File: config.mk
export PLATFORM = sky130hd
export DESIGN_NAME = actpl_top
export DESIGN_NICKNAME = d
export VERILOG_FILES = /design/src/logic/actpl_pkg.sv /design/src/logic/actpl_top.sv
export SDC_FILE = /design/constraint.sdc
export NUM_CORES = 1
export LEC_CHECK = 0
export BUFFER_PORTS_ARGS = -buffer_cell sky130_fd_sc_hd__clkbuf_2
export CAP_MARGIN = 20
export CORE_ASPECT_RATIO = 0.7
export CORE_MARGIN = 4
export CORE_UTILIZATION = 40
export DETAILED_ROUTE_END_ITERATION = 8
export HOLD_SLACK_MARGIN = 0.1
export PLACE_DENSITY = 0.57
export SLEW_MARGIN = 20
export SYNTH_ARGS = -nofsm -noshare
export SYNTH_HDL_FRONTEND = slang
export SYNTH_SLANG_ARGS = --single-unit
File: constraint.sdc
create_clock -name clk_i -period 5.7 [get_ports clk_i]
set_input_delay 0.57 -clock clk_i [delete_from_list [all_inputs] [get_ports clk_i]]
set_output_delay 0.57 -clock clk_i [all_outputs]
set_load 0.02 [all_outputs]
File: src/logic/actpl_pkg.sv
// Package for the audio clock tree and PLL control block.
// Assumes one 10 MHz system clock and a byte-wide register port.
package actpl_pkg;

    // Register offsets
    localparam logic [7:0] REG_CORE_SEL  = 8'h04;
    localparam logic [7:0] REG_PLL_PR    = 8'h05;
    localparam logic [7:0] REG_PLL_J     = 8'h06;
    localparam logic [7:0] REG_FRAC_HI   = 8'h07;
    localparam logic [7:0] REG_FRAC_LO   = 8'h08;
    localparam logic [7:0] REG_FIRST_DIV = 8'h0B;
    localparam logic [7:0] REG_SECOND_DIV = 8'h0C;
    localparam logic [7:0] REG_OSR_HI    = 8'h0D;
    localparam logic [7:0] REG_OSR_LO    = 8'h0E;
    localparam logic [7:0] REG_GP_SEL    = 8'h19;
    localparam logic [7:0] REG_GP_DIV    = 8'h1A;
    localparam logic [7:0] REG_IF_CTRL   = 8'h1B;
    localparam logic [7:0] REG_BCLK_SEL  = 8'h1D;
    localparam logic [7:0] REG_BCLK_DIV  = 8'h1E;
    localparam logic [7:0] REG_PWR_STAT  = 8'h25;

    // Field positions
    localparam int DIV_EN_BIT    = 7;
    localparam int PLL_EN_BIT    = 7;
    localparam int BCLK_DRV_BIT  = 3;
    localparam int STAT_LEFT_BIT = 7;
    localparam int STAT_RIGHT_BIT = 3;

    // Values after reset
    localparam logic [7:0] RST_PLL_PR = 8'h11;
    localparam logic [7:0] RST_PLL_J  = 8'h04;
    localparam logic [7:0] RST_DIV    = 8'h01;
    localparam logic [7:0] RST_ZERO   = 8'h00;

    // Core clock sources
    localparam logic [1:0] SRC_MCLK = 2'h0;
    localparam logic [1:0] SRC_BCLK = 2'h1;
    localparam logic [1:0] SRC_GPIN = 2'h2;
    localparam logic [1:0] SRC_PLL  = 2'h3;

    // Divider slots
    localparam int DIV_NUM   = 5;
    localparam int DIV_FIRST = 0;
    localparam int DIV_SECOND = 1;
    localparam int DIV_OSR   = 2;
    localparam int DIV_BCLK  = 3;
    localparam int DIV_GP    = 4;
    localparam int CNT_W     = 10;

    typedef struct packed {
        logic        en;
        logic [3:0]  pre_div;
        logic [4:0]  mult_r;
        logic [5:0]  mult_j;
        logic [13:0] frac;
    } actpl_pll_cfg_t;

endpackage : actpl_pkg

File: src/logic/actpl_top.sv
// Audio clock tree: source select, cascaded dividers, bit clock and
// general-purpose clock outputs, and PLL parameter registers.
// Assumes pin clocks slower than half of clk_i; the analog PLL loop is
// outside and its output returns on pll_clk_i.
// Operation
// Two-bit field picks core input clock
// Modulator equals core over first times second
// Ten-bit oversampling value split over two
// Divider enable bit seven; both gate power
// Software keeps dividers on during shutdown
// Power flags read at bits seven, three
// Disable second divider, then first divider
// Parents powered down after their children
// Drive bit clock pin, divide 1..128
// Bit clock source: processing or modulator
// General clock on general pin, 1..128
// Three-bit general clock source select
// Keep core, processing, modulator under limits
// Keep sample, divider sources under limits
// PLL enable bit; output R times J.D/P
// P, R and J field positions
// PLL parameter ranges and reset defaults
// Fraction: six upper, eight lower bits
// Fraction takes effect on lower write
// Zero fraction PLL input, output ranges
// Nonzero fraction PLL input range
// Prefer plain dividers over the PLL
// First, second divider values 1..128
// PLL up before dividers, down after
// Disabled divider held idle and cleared
//
// Decided for this implementation: the address-and-strobe port.
`timescale 1ns/10ps
module actpl_top
(
    input  wire logic                      clk_i,
    input  wire logic                      reset_i,
    input  wire logic [7:0]                addr_i,
    input  wire logic [7:0]                wdata_i,
    input  wire logic                      wr_i,
    input  wire logic                      rd_i,
    output logic      [7:0]                rdata_o,
    input  wire logic                      mclk_i,
    input  wire logic                      bclk_i,
    input  wire logic                      general_pin_one_i,
    input  wire logic                      pll_clk_i,
    input  wire logic                      left_pwr_i,
    input  wire logic                      right_pwr_i,
    output logic                           bclk_o,
    output logic                           bclk_oe_n_o,
    output logic                           general_pin_one_o,
    output logic                           general_pin_one_oe_n_o,
    output logic                           proc_tick_o,
    output logic                           mod_tick_o,
    output logic                           sample_tick_o,
    output logic                           chan_pwr_ok_o,
    output actpl_pkg::actpl_pll_cfg_t      pll_cfg_o
);

    // Register file
    logic [1:0]  core_sel_r,  core_sel_nxt;
    logic [7:0]  pll_pr_r,    pll_pr_nxt;
    logic [5:0]  pll_j_r,     pll_j_nxt;
    logic [5:0]  frac_hi_r,   frac_hi_nxt;
    logic [13:0] frac_r,      frac_nxt;
    logic [7:0]  first_r,     first_nxt;
    logic [7:0]  second_r,    second_nxt;
    logic [1:0]  osr_hi_r,    osr_hi_nxt;
    logic [7:0]  osr_lo_r,    osr_lo_nxt;
    logic [2:0]  gp_sel_r,    gp_sel_nxt;
    logic [6:0]  gp_div_r,    gp_div_nxt;
    logic [7:0]  if_ctrl_r,   if_ctrl_nxt;
    logic [1:0]  bclk_sel_r,  bclk_sel_nxt;
    logic [6:0]  bclk_div_r,  bclk_div_nxt;
    logic [7:0]  rdata_r,     rdata_nxt;

    // Divider value field: zero encodes the largest count
    function automatic logic [9:0] div7(input logic [6:0] v);
        div7 = (v == 7'h00) ? 10'h080 : {3'h0, v};
    endfunction : div7

    function automatic logic [4:0] wrap4(input logic [3:0] v);
        wrap4 = (v == 4'h0) ? 5'h10 : {1'b0, v};
    endfunction : wrap4

    always_comb
    begin
        core_sel_nxt = core_sel_r;
        pll_pr_nxt   = pll_pr_r;
        pll_j_nxt    = pll_j_r;
        frac_hi_nxt  = frac_hi_r;
        frac_nxt     = frac_r;
        first_nxt    = first_r;
        second_nxt   = second_r;
        osr_hi_nxt   = osr_hi_r;
        osr_lo_nxt   = osr_lo_r;
        gp_sel_nxt   = gp_sel_r;
        gp_div_nxt   = gp_div_r;
        if_ctrl_nxt  = if_ctrl_r;
        bclk_sel_nxt = bclk_sel_r;
        bclk_div_nxt = bclk_div_r;
        rdata_nxt    = 8'h00;
        if (wr_i)
        begin
            case (addr_i)
                actpl_pkg::REG_CORE_SEL:   core_sel_nxt = wdata_i[1:0];
                actpl_pkg::REG_PLL_PR:     pll_pr_nxt   = wdata_i;
                actpl_pkg::REG_PLL_J:      pll_j_nxt    = wdata_i[5:0];
                // Upper half staged only
                actpl_pkg::REG_FRAC_HI:    frac_hi_nxt  = wdata_i[5:0];
                // Fraction commits on lower write
                actpl_pkg::REG_FRAC_LO:    frac_nxt = {frac_hi_r, wdata_i};
                actpl_pkg::REG_FIRST_DIV:  first_nxt    = wdata_i;
                actpl_pkg::REG_SECOND_DIV: second_nxt   = wdata_i;
                actpl_pkg::REG_OSR_HI:     osr_hi_nxt   = wdata_i[1:0];
                actpl_pkg::REG_OSR_LO:     osr_lo_nxt   = wdata_i;
                actpl_pkg::REG_GP_SEL:     gp_sel_nxt   = wdata_i[2:0];
                actpl_pkg::REG_GP_DIV:     gp_div_nxt   = wdata_i[6:0];
                actpl_pkg::REG_IF_CTRL:    if_ctrl_nxt  = wdata_i;
                actpl_pkg::REG_BCLK_SEL:   bclk_sel_nxt = wdata_i[1:0];
                actpl_pkg::REG_BCLK_DIV:   bclk_div_nxt = wdata_i[6:0];
                default:                   ;
            endcase
        end
        if (rd_i)
        begin
            case (addr_i)
                actpl_pkg::REG_CORE_SEL:   rdata_nxt = {6'h00, core_sel_r};
                actpl_pkg::REG_PLL_PR:     rdata_nxt = pll_pr_r;
                actpl_pkg::REG_PLL_J:      rdata_nxt = {2'h0, pll_j_r};
                actpl_pkg::REG_FRAC_HI:    rdata_nxt = {2'h0, frac_hi_r};
                actpl_pkg::REG_FRAC_LO:    rdata_nxt = frac_r[7:0];
                actpl_pkg::REG_FIRST_DIV:  rdata_nxt = first_r;
                actpl_pkg::REG_SECOND_DIV: rdata_nxt = second_r;
                actpl_pkg::REG_OSR_HI:     rdata_nxt = {6'h00, osr_hi_r};
                actpl_pkg::REG_OSR_LO:     rdata_nxt = osr_lo_r;
                actpl_pkg::REG_GP_SEL:     rdata_nxt = {5'h00, gp_sel_r};
                actpl_pkg::REG_GP_DIV:     rdata_nxt = {1'b0, gp_div_r};
                actpl_pkg::REG_IF_CTRL:    rdata_nxt = if_ctrl_r;
                actpl_pkg::REG_BCLK_SEL:   rdata_nxt = {6'h00, bclk_sel_r};
                actpl_pkg::REG_BCLK_DIV:   rdata_nxt = {1'b0, bclk_div_r};
                // Power status flags
                actpl_pkg::REG_PWR_STAT:
                    rdata_nxt = {left_pwr_i, 3'h0, right_pwr_i, 3'h0};
                default:                   rdata_nxt = 8'h00;
            endcase
        end
    end

    // PLL defaults after reset
    always_ff @(posedge clk_i)
    begin
        if (reset_i)
        begin
            core_sel_r <= actpl_pkg::SRC_MCLK;
            pll_pr_r   <= actpl_pkg::RST_PLL_PR;
            pll_j_r    <= actpl_pkg::RST_PLL_J[5:0];
            frac_hi_r  <= 6'h00;
            frac_r     <= 14'h0000;
            first_r    <= actpl_pkg::RST_DIV;
            second_r   <= actpl_pkg::RST_DIV;
            osr_hi_r   <= 2'h0;
            osr_lo_r   <= actpl_pkg::RST_ZERO;
            gp_sel_r   <= 3'h0;
            gp_div_r   <= actpl_pkg::RST_DIV[6:0];
            if_ctrl_r  <= actpl_pkg::RST_ZERO;
            bclk_sel_r <= 2'h0;
            bclk_div_r <= actpl_pkg::RST_DIV[6:0];
            rdata_r    <= 8'h00;
        end
        else
        begin
            core_sel_r <= core_sel_nxt;
            pll_pr_r   <= pll_pr_nxt;
            pll_j_r    <= pll_j_nxt;
            frac_hi_r  <= frac_hi_nxt;
            frac_r     <= frac_nxt;
            first_r    <= first_nxt;
            second_r   <= second_nxt;
            osr_hi_r   <= osr_hi_nxt;
            osr_lo_r   <= osr_lo_nxt;
            gp_sel_r   <= gp_sel_nxt;
            gp_div_r   <= gp_div_nxt;
            if_ctrl_r  <= if_ctrl_nxt;
            bclk_sel_r <= bclk_sel_nxt;
            bclk_div_r <= bclk_div_nxt;
            rdata_r    <= rdata_nxt;
        end
    end

    // Pin clocks: two flops, then rising-edge detect on the second
    // Index 0 mclk, 1 bclk, 2 general pin, 3 PLL output
    logic [3:0] pin_raw;
    logic [3:0] meta_r, meta_nxt;
    logic [3:0] sync_r, sync_nxt;
    logic [3:0] prev_r, prev_nxt;
    logic [3:0] edge_w;

    assign pin_raw = {pll_clk_i, general_pin_one_i, bclk_i, mclk_i};
    assign edge_w  = sync_r & ~prev_r;

    always_comb
    begin
        meta_nxt = pin_raw;
        sync_nxt = meta_r;
        prev_nxt = sync_r;
    end

    always_ff @(posedge clk_i)
    begin
        if (reset_i)
        begin
            meta_r <= 4'h0;
            sync_r <= 4'h0;
            prev_r <= 4'h0;
        end
        else
        begin
            meta_r <= meta_nxt;
            sync_r <= sync_nxt;
            prev_r <= prev_nxt;
        end
    end

    // Core input clock select
    logic core_tick;
    assign core_tick = edge_w[core_sel_r];

    // Divider chain
    logic [actpl_pkg::DIV_NUM-1:0] src_tick;
    logic [actpl_pkg::DIV_NUM-1:0] div_en;
    logic [actpl_pkg::DIV_NUM-1:0] div_tick;
    logic [actpl_pkg::DIV_NUM-1:0] div_lvl;
    logic [actpl_pkg::CNT_W-1:0]   div_val [actpl_pkg::DIV_NUM];
    logic [actpl_pkg::CNT_W-1:0]   div_cnt [actpl_pkg::DIV_NUM];
    logic first_en;
    logic second_en;
    logic bclk_drive;
    logic gp_src;

    assign first_en   = first_r[actpl_pkg::DIV_EN_BIT];
    assign second_en  = second_r[actpl_pkg::DIV_EN_BIT];
    assign bclk_drive = if_ctrl_r[actpl_pkg::BCLK_DRV_BIT];

    // First feeds second feeds oversampling
    assign src_tick[actpl_pkg::DIV_FIRST]  = core_tick;
    assign src_tick[actpl_pkg::DIV_SECOND] = div_tick[actpl_pkg::DIV_FIRST];
    assign src_tick[actpl_pkg::DIV_OSR]    = div_tick[actpl_pkg::DIV_SECOND];
    // Processing or modulator clock
    assign src_tick[actpl_pkg::DIV_BCLK] = bclk_sel_r[0]
        ? div_tick[actpl_pkg::DIV_SECOND] : div_tick[actpl_pkg::DIV_FIRST];
    assign src_tick[actpl_pkg::DIV_GP]   = gp_src;

    // General clock source select
    always_comb
    begin
        case (gp_sel_r)
            3'h0:    gp_src = edge_w[0];
            3'h1:    gp_src = edge_w[1];
            3'h2:    gp_src = core_tick;
            3'h3:    gp_src = edge_w[3];
            3'h4:    gp_src = div_tick[actpl_pkg::DIV_FIRST];
            3'h5:    gp_src = div_tick[actpl_pkg::DIV_SECOND];
            default: gp_src = core_tick;
        endcase
    end

    // Enable bits gate the dividers
    assign div_en[actpl_pkg::DIV_FIRST]  = first_en;
    assign div_en[actpl_pkg::DIV_SECOND] = first_en & second_en;
    assign div_en[actpl_pkg::DIV_OSR]    = first_en & second_en;
    // Bit clock only when driving
    assign div_en[actpl_pkg::DIV_BCLK]   = bclk_drive;
    assign div_en[actpl_pkg::DIV_GP]     = 1'b1;

    // First and second values 1..128
    assign div_val[actpl_pkg::DIV_FIRST]  = div7(first_r[6:0]);
    assign div_val[actpl_pkg::DIV_SECOND] = div7(second_r[6:0]);
    // Ten-bit oversampling value; zero means 1024
    assign div_val[actpl_pkg::DIV_OSR]    = {osr_hi_r, osr_lo_r};
    // Bit clock and general clock divide 1..128
    assign div_val[actpl_pkg::DIV_BCLK]   = div7(bclk_div_r);
    assign div_val[actpl_pkg::DIV_GP]     = div7(gp_div_r);

    genvar gi;
    generate
        for (gi = 0; gi < actpl_pkg::DIV_NUM; gi++)
        begin : g_div
            logic [actpl_pkg::CNT_W-1:0] cnt_r, cnt_nxt;
            logic [actpl_pkg::CNT_W-1:0] last_w;
            logic                        half_w;

            assign last_w = div_val[gi] - 10'h001;
            // A lowered divide value ends the running period on the next source tick
            // instead of letting the counter run round all 1024 counts
            assign div_tick[gi] = div_en[gi] & src_tick[gi]
                                  & (cnt_r >= last_w);
            assign div_cnt[gi]  = cnt_r;
            // High for the first half of each output period
            assign half_w = (cnt_r < {1'b0, div_val[gi][9:1]})
                            | (div_val[gi] == 10'h001);
            assign div_lvl[gi] = div_en[gi] & half_w;

            // Disabled divider held cleared
            always_comb
            begin
                cnt_nxt = cnt_r;
                if (!div_en[gi])
                    cnt_nxt = '0;
                else if (div_tick[gi])
                    cnt_nxt = '0;
                else if (src_tick[gi])
                    cnt_nxt = cnt_r + 10'h001;
            end

            always_ff @(posedge clk_i)
            begin
                if (reset_i)
                    cnt_r <= '0;
                else
                    cnt_r <= cnt_nxt;
            end
        end
    endgenerate

    // Outputs, all registered
    logic        bclk_nxt, bclk_oe_n_nxt, gp_nxt, gp_oe_n_nxt;
    logic        proc_nxt, mod_nxt, fs_nxt, pwr_ok_nxt;
    actpl_pkg::actpl_pll_cfg_t pll_nxt;

    always_comb
    begin
        bclk_nxt      = div_lvl[actpl_pkg::DIV_BCLK];
        // Pin enable is low while driving
        bclk_oe_n_nxt = ~bclk_drive;
        gp_nxt        = div_lvl[actpl_pkg::DIV_GP];
        // Pin stays an input while it feeds the core clock
        gp_oe_n_nxt   = (core_sel_r == actpl_pkg::SRC_GPIN);
        proc_nxt      = div_tick[actpl_pkg::DIV_FIRST];
        mod_nxt       = div_tick[actpl_pkg::DIV_SECOND];
        fs_nxt        = div_tick[actpl_pkg::DIV_OSR];
        // Channel may power up only with both on
        pwr_ok_nxt    = first_en & second_en;
        // PLL enable and parameters
        // P and R fields, J field
        pll_nxt.en      = pll_pr_nxt[actpl_pkg::PLL_EN_BIT];
        pll_nxt.pre_div = (pll_pr_nxt[6:4] == 3'h0) ? 4'h8
                          : {1'b0, pll_pr_nxt[6:4]};
        pll_nxt.mult_r  = wrap4(pll_pr_nxt[3:0]);
        pll_nxt.mult_j  = pll_j_nxt;
        pll_nxt.frac    = frac_nxt;
    end

    always_ff @(posedge clk_i)
    begin
        if (reset_i)
        begin
            bclk_o                 <= 1'b0;
            bclk_oe_n_o            <= 1'b1;
            general_pin_one_o      <= 1'b0;
            general_pin_one_oe_n_o <= 1'b1;
            proc_tick_o            <= 1'b0;
            mod_tick_o             <= 1'b0;
            sample_tick_o          <= 1'b0;
            chan_pwr_ok_o          <= 1'b0;
            pll_cfg_o              <= '{1'b0, 4'h1, 5'h01, 6'h04, 14'h0};
        end
        else
        begin
            bclk_o                 <= bclk_nxt;
            bclk_oe_n_o            <= bclk_oe_n_nxt;
            general_pin_one_o      <= gp_nxt;
            general_pin_one_oe_n_o <= gp_oe_n_nxt;
            proc_tick_o            <= proc_nxt;
            mod_tick_o             <= mod_nxt;
            sample_tick_o          <= fs_nxt;
            chan_pwr_ok_o          <= pwr_ok_nxt;
            pll_cfg_o              <= pll_nxt;
        end
    end

    assign rdata_o = rdata_r;

    // Checks
    core_sel_a:
    assert property (@(posedge clk_i) disable iff (reset_i)
        edge_w[core_sel_r] && first_en && first_r[6:0] == 7'h01
        |=> proc_tick_o)
        else $error("selected source did not reach processing tick");

    frac_hold_a:
    assert property (@(posedge clk_i) disable iff (reset_i)
        (wr_i && addr_i == actpl_pkg::REG_FRAC_HI) |=> $stable(frac_r))
        else $error("fraction changed on upper write");

    frac_commit_a:
    assert property (@(posedge clk_i) disable iff (reset_i)
        (wr_i && addr_i == actpl_pkg::REG_FRAC_LO)
        |=> pll_cfg_o.frac == {$past(frac_hi_r), $past(wdata_i)})
        else $error("fraction not committed");

    mod_cascade_a:
    assert property (@(posedge clk_i) disable iff (reset_i)
        div_tick[1] |-> div_tick[0] ##1 mod_tick_o && proc_tick_o)
        else $error("modulator tick without processing tick");

    div_idle_a:
    assert property (@(posedge clk_i) disable iff (reset_i)
        !first_en ##1 !first_en |-> div_cnt[0] == 10'h000 && !proc_tick_o)
        else $error("disabled divider not idle");

    bclk_oe_a:
    assert property (@(posedge clk_i) disable iff (reset_i)
        !bclk_drive |=> bclk_oe_n_o && !bclk_o)
        else $error("bit clock driven while disabled");

    pwr_stat_a:
    assert property (@(posedge clk_i) disable iff (reset_i)
        (rd_i && addr_i == actpl_pkg::REG_PWR_STAT)
        |=> rdata_o == {$past(left_pwr_i), 3'h0, $past(right_pwr_i), 3'h0})
        else $error("power status read wrong");

    pll_en_a:
    assert property (@(posedge clk_i) disable iff (reset_i)
        (wr_i && addr_i == actpl_pkg::REG_PLL_PR)
        |=> pll_cfg_o.en == $past(wdata_i[7]))
        else $error("PLL enable not applied");

    chan_ok_a:
    assert property (@(posedge clk_i) disable iff (reset_i)
        !(first_en && second_en) |=> !chan_pwr_ok_o)
        else $error("channel allowed with divider off");

endmodule : actpl_top

==> flow_metrics.env <==
export IMPL_outcome="complete, no violations"
export IMPL_die_w_um=191
export IMPL_ff2ff_path_depth=16
export IMPL_post_cts_resized=0
export IMPL_nFillCells=2247
export IMPL_crit_arrival_ns=4.42
export IMPL_cts_root_buffer="clkbuf_16"
export IMPL_synth_cells=1120
export IMPL_finalSetupViolations=0
export IMPL_dpl_cell_count=1464
export IMPL_powerDensity_nw_per_um2=237
export IMPL_clk_pin_slew_ns=0.07
export IMPL_critPathKind="register to register"
export IMPL_postCtsHoldBufs=0
export IMPL_areaGrowthSynthToFinish_pct=12.5
export IMPL_worst_pin_slew_ns=1.04
export IMPL_holdWs_ns=0.328
export IMPL_max_freq_ghz=0.247
export IMPL_routed_via_count=8128
export IMPL_yosysUniqueCellTypes=72
export IMPL_netlist_area_um2=9360
export IMPL_power_leakage_uw=0.00387
export IMPL_hpwl_mm=19.1
export IMPL_drtIter0Drc=639
export IMPL_hold_depth=2
export IMPL_ys_warn_count=0
export IMPL_r2r_slack_ns=1.65
export IMPL_ir_drop_mv=0.209
export IMPL_cts_path_max_buffers=2
export IMPL_synth_edf_count=0
export IMPL_critPathCaptureType="register"
export IMPL_dr_wl_met3_mm=1.91
export IMPL_wl_per_cell_um=17.7
export IMPL_fin_setup_tns_ns=0
export IMPL_place_gp_congestion=0.847
export IMPL_synthFlopType="dfxtp_1"
export IMPL_io_pins=72
export IMPL_start_util_pct=40.9
export IMPL_hold_start="mclk_i"
export IMPL_r2r_end="g_div[4].cnt_r[9]"
export IMPL_num_rows=46
export IMPL_first_pass_iters=6
export IMPL_port_buffers=71
export IMPL_clk_latency_ns=0.45
export IMPL_hold_viol_final=0
export IMPL_clock_skew_ns=0.0115
export IMPL_post_route_drc_count=0
export IMPL_fin_cells=1496
export IMPL_ys_ff_latch=176
export IMPL_cts_buffers=17
export IMPL_worst_ep_required_time_ns=6.07
export IMPL_antenna_cells=0
export IMPL_wl_met1_mm=13.9
export IMPL_worstHoldEndpoint="meta_r[0]"
export IMPL_layout_drive_gt1_share_pct=12.0
export IMPL_dr_wl_met2_mm=10.4
export IMPL_cts_sinks=176
export IMPL_grt_use_total_pct=21.0
export IMPL_register_area_um2=3520
export IMPL_grt_pass1_wl_mm=42.8
export IMPL_drv_slew=0
export IMPL_die_area_um2=25900
export IMPL_drtAntennaViolNets=0
export IMPL_die_y_um=136
export IMPL_nets=1271
export IMPL_cp_max_fo=12
export IMPL_grt_antenna_before_repair=0
export IMPL_htree_num_levels=4
export IMPL_async_flop_share_pct=0
export IMPL_period_minus_slack_ns=4.05
export IMPL_top_layer="met4"
export IMPL_wl_mm=26.5
export IMPL_mostFrequentLayoutCells="176 x dfxtp_1, 153 x nand2_1, 111 x a21oi_1, 100 x nand3_1, 86 x nor2_1"
export IMPL_hold_class="primary input to register"
export IMPL_syn_avg_cell_area_um2=8.35
export IMPL_overflow=0
export IMPL_layout_commonest_cell="dfxtp_1"
export IMPL_cts_tree="done"
export IMPL_multiInputGateArea_um2=5470
export IMPL_grt_pass1_vias=7620
export IMPL_vias_per_cell=5.43
export IMPL_coreArea_um2=22800
export IMPL_drv_cap=0
export IMPL_yosys_area_top_type="dfxtp_1"
export IMPL_yosys_top_cells_area="dfxtp_1 38%, ha_1 9.9%, nand2_1 6.1%"
export IMPL_grt_start_max_net_pins=93
export IMPL_startpoint_type="register"
export IMPL_timing_rr_start="second_r[0]"
export IMPL_rsz0062_at_grt="false"
export IMPL_slew_headroom_pct=31.0
export IMPL_fin_crit_sh_pct=71.0
export IMPL_post_cts_buffers=0
export IMPL_yosysSeqAreaShare_pct=37.7
export IMPL_synth_top_cell_area_share_pct=37.7
-- logic make-up after synthesis --
| group | Yosys count | share of synthesized area [%] |
|---|---|---|
| AOI/OAI and AO/OA | 223 | 15.6 |
| xor gates and xnor gates | 59 | 5.52 |
| adders and majority gates | 74 | 9.90 |
| buffers and inverters | 97 | 4.21 |
| DFF | 176 | 37.7 |
| muxes | 27 | 3.37 |
| other | 1 | 0.0401 |
| and+or+nand+nor | 463 | 23.7 |
-- power by group --
part	internal (uW)	leakage (uW)	total, uW	switching (uW)
sequential	1230	0.00142	1240	3.10
clock	581	0.000285	1160	575
combinational	29.7	0.00216	106	76.1
total	1840	0.00387	2500	654
-- how the worst max path moves through the flow --
stage | end | slack, ns | startpoint | cells after the start
detailed placement | g_div[4].cnt_r[9] | 1.70 | second_r[0] | 16
global route | g_div[3].cnt_r[6] | 1.28 | first_r[1] | 16
CTS | g_div[4].cnt_r[9] | 1.69 | second_r[0] | 16
finish | g_div[4].cnt_r[9] | 1.65 | second_r[0] | 16
floorplan | g_div[3].cnt_r[0] | 2.22 | second_r[0] | 16
global placement | g_div[4].cnt_r[9] | 1.75 | second_r[0] | 16
-- cells in the mapped netlist, types with 5 or more instances --
cell      count
nor2b_1      23
buf_2         6
mux2i_1      18
xor2_1       15
a222oi_1      6
a31oi_1       8
a21o_1        9
nor3_1       20
mux2_2        6
nand2_1     153
o32ai_1       7
nand2b_1     14
and3_1        6
a21oi_1     111
o21a_1        6
a211oi_1      7
a221oi_1      7
dfxtp_1     176
or3_1         5
xnor2_1      44
nand4_1      14
o21ai_0      15
nor4_1       13
nand3_1     100
ha_1         74
clkbuf_1     41
a22oi_1      10
a22o_1        6
inv_1        44
nor2_1       87
-- routing by layer --
| layer | vias to the layer above | track usage, % |
|---|---|---|
| met5 | - | 0 |
| met4 | 0 | 4.59 |
| met2 | 268 | 28.5 |
| met3 | 17 | 4.72 |
| li1 | 4062 | - |
| met1 | 3781 | 33.1 |
-- through the flow --
stage | setup WS [ns] | util [%] | cell area, um2 | power (uW)
2_1_floorplan | 2.22 | - | 9380 | 1330
4_1_cts | 1.69 | 46.1 | 10500 | 2520
6_report | 1.65 | 46.1 | 10500 | 2500
5_1_grt | 1.28 | 46.1 | 10500 | 2590
3_5_place_dp | 1.70 | 43.6 | 9950 | 1370
3_3_place_gp | 1.75 | 43.6 | 9950 | 1370
-- sequential cells by signal, summed over array words and instances, names as in the netlist, 3 cells and up --
register     flops
pll_cfg_o       29
second_r         8
frac_hi_r        6
gp_sel_r         3
g_div.cnt_r     50
gp_div_r         7
meta_r           4
first_r          8
bclk_div_r       7
prev_nxt         4
if_ctrl_r        8
prev_r           4
rdata_o          8
osr_lo_r         8
pll_pr_r         8
-- layout make-up --
type,instances,share of cell area [%]
repair buffers,78,3.90
clock buffers,17,4.04
well taps,312,3.71
multi-input cells,854,51.9
flip-flops and latches,176,33.5
clock inverters,15,1.37
inverters,44,1.57
-- worst max-delay path, cell delays in order, from the launching register on --
cell and delay [ns]:
dfxtp_1 0.35, inv_1 0.08, ha_1 0.18, nand2b_1 0.07
or3_1 0.36, nand2b_1 0.19, a21boi_0 0.15, nor4_1 0.33
nand3_1 0.14, ha_1 0.31, nand4_1 0.14, o41ai_2 0.52
o21ba_2 0.25, o22ai_1 0.08, buf_4 0.18, nand2b_1 0.32
o32ai_4 0.31
No activity file was read; power rests on OpenSTA's default activity.
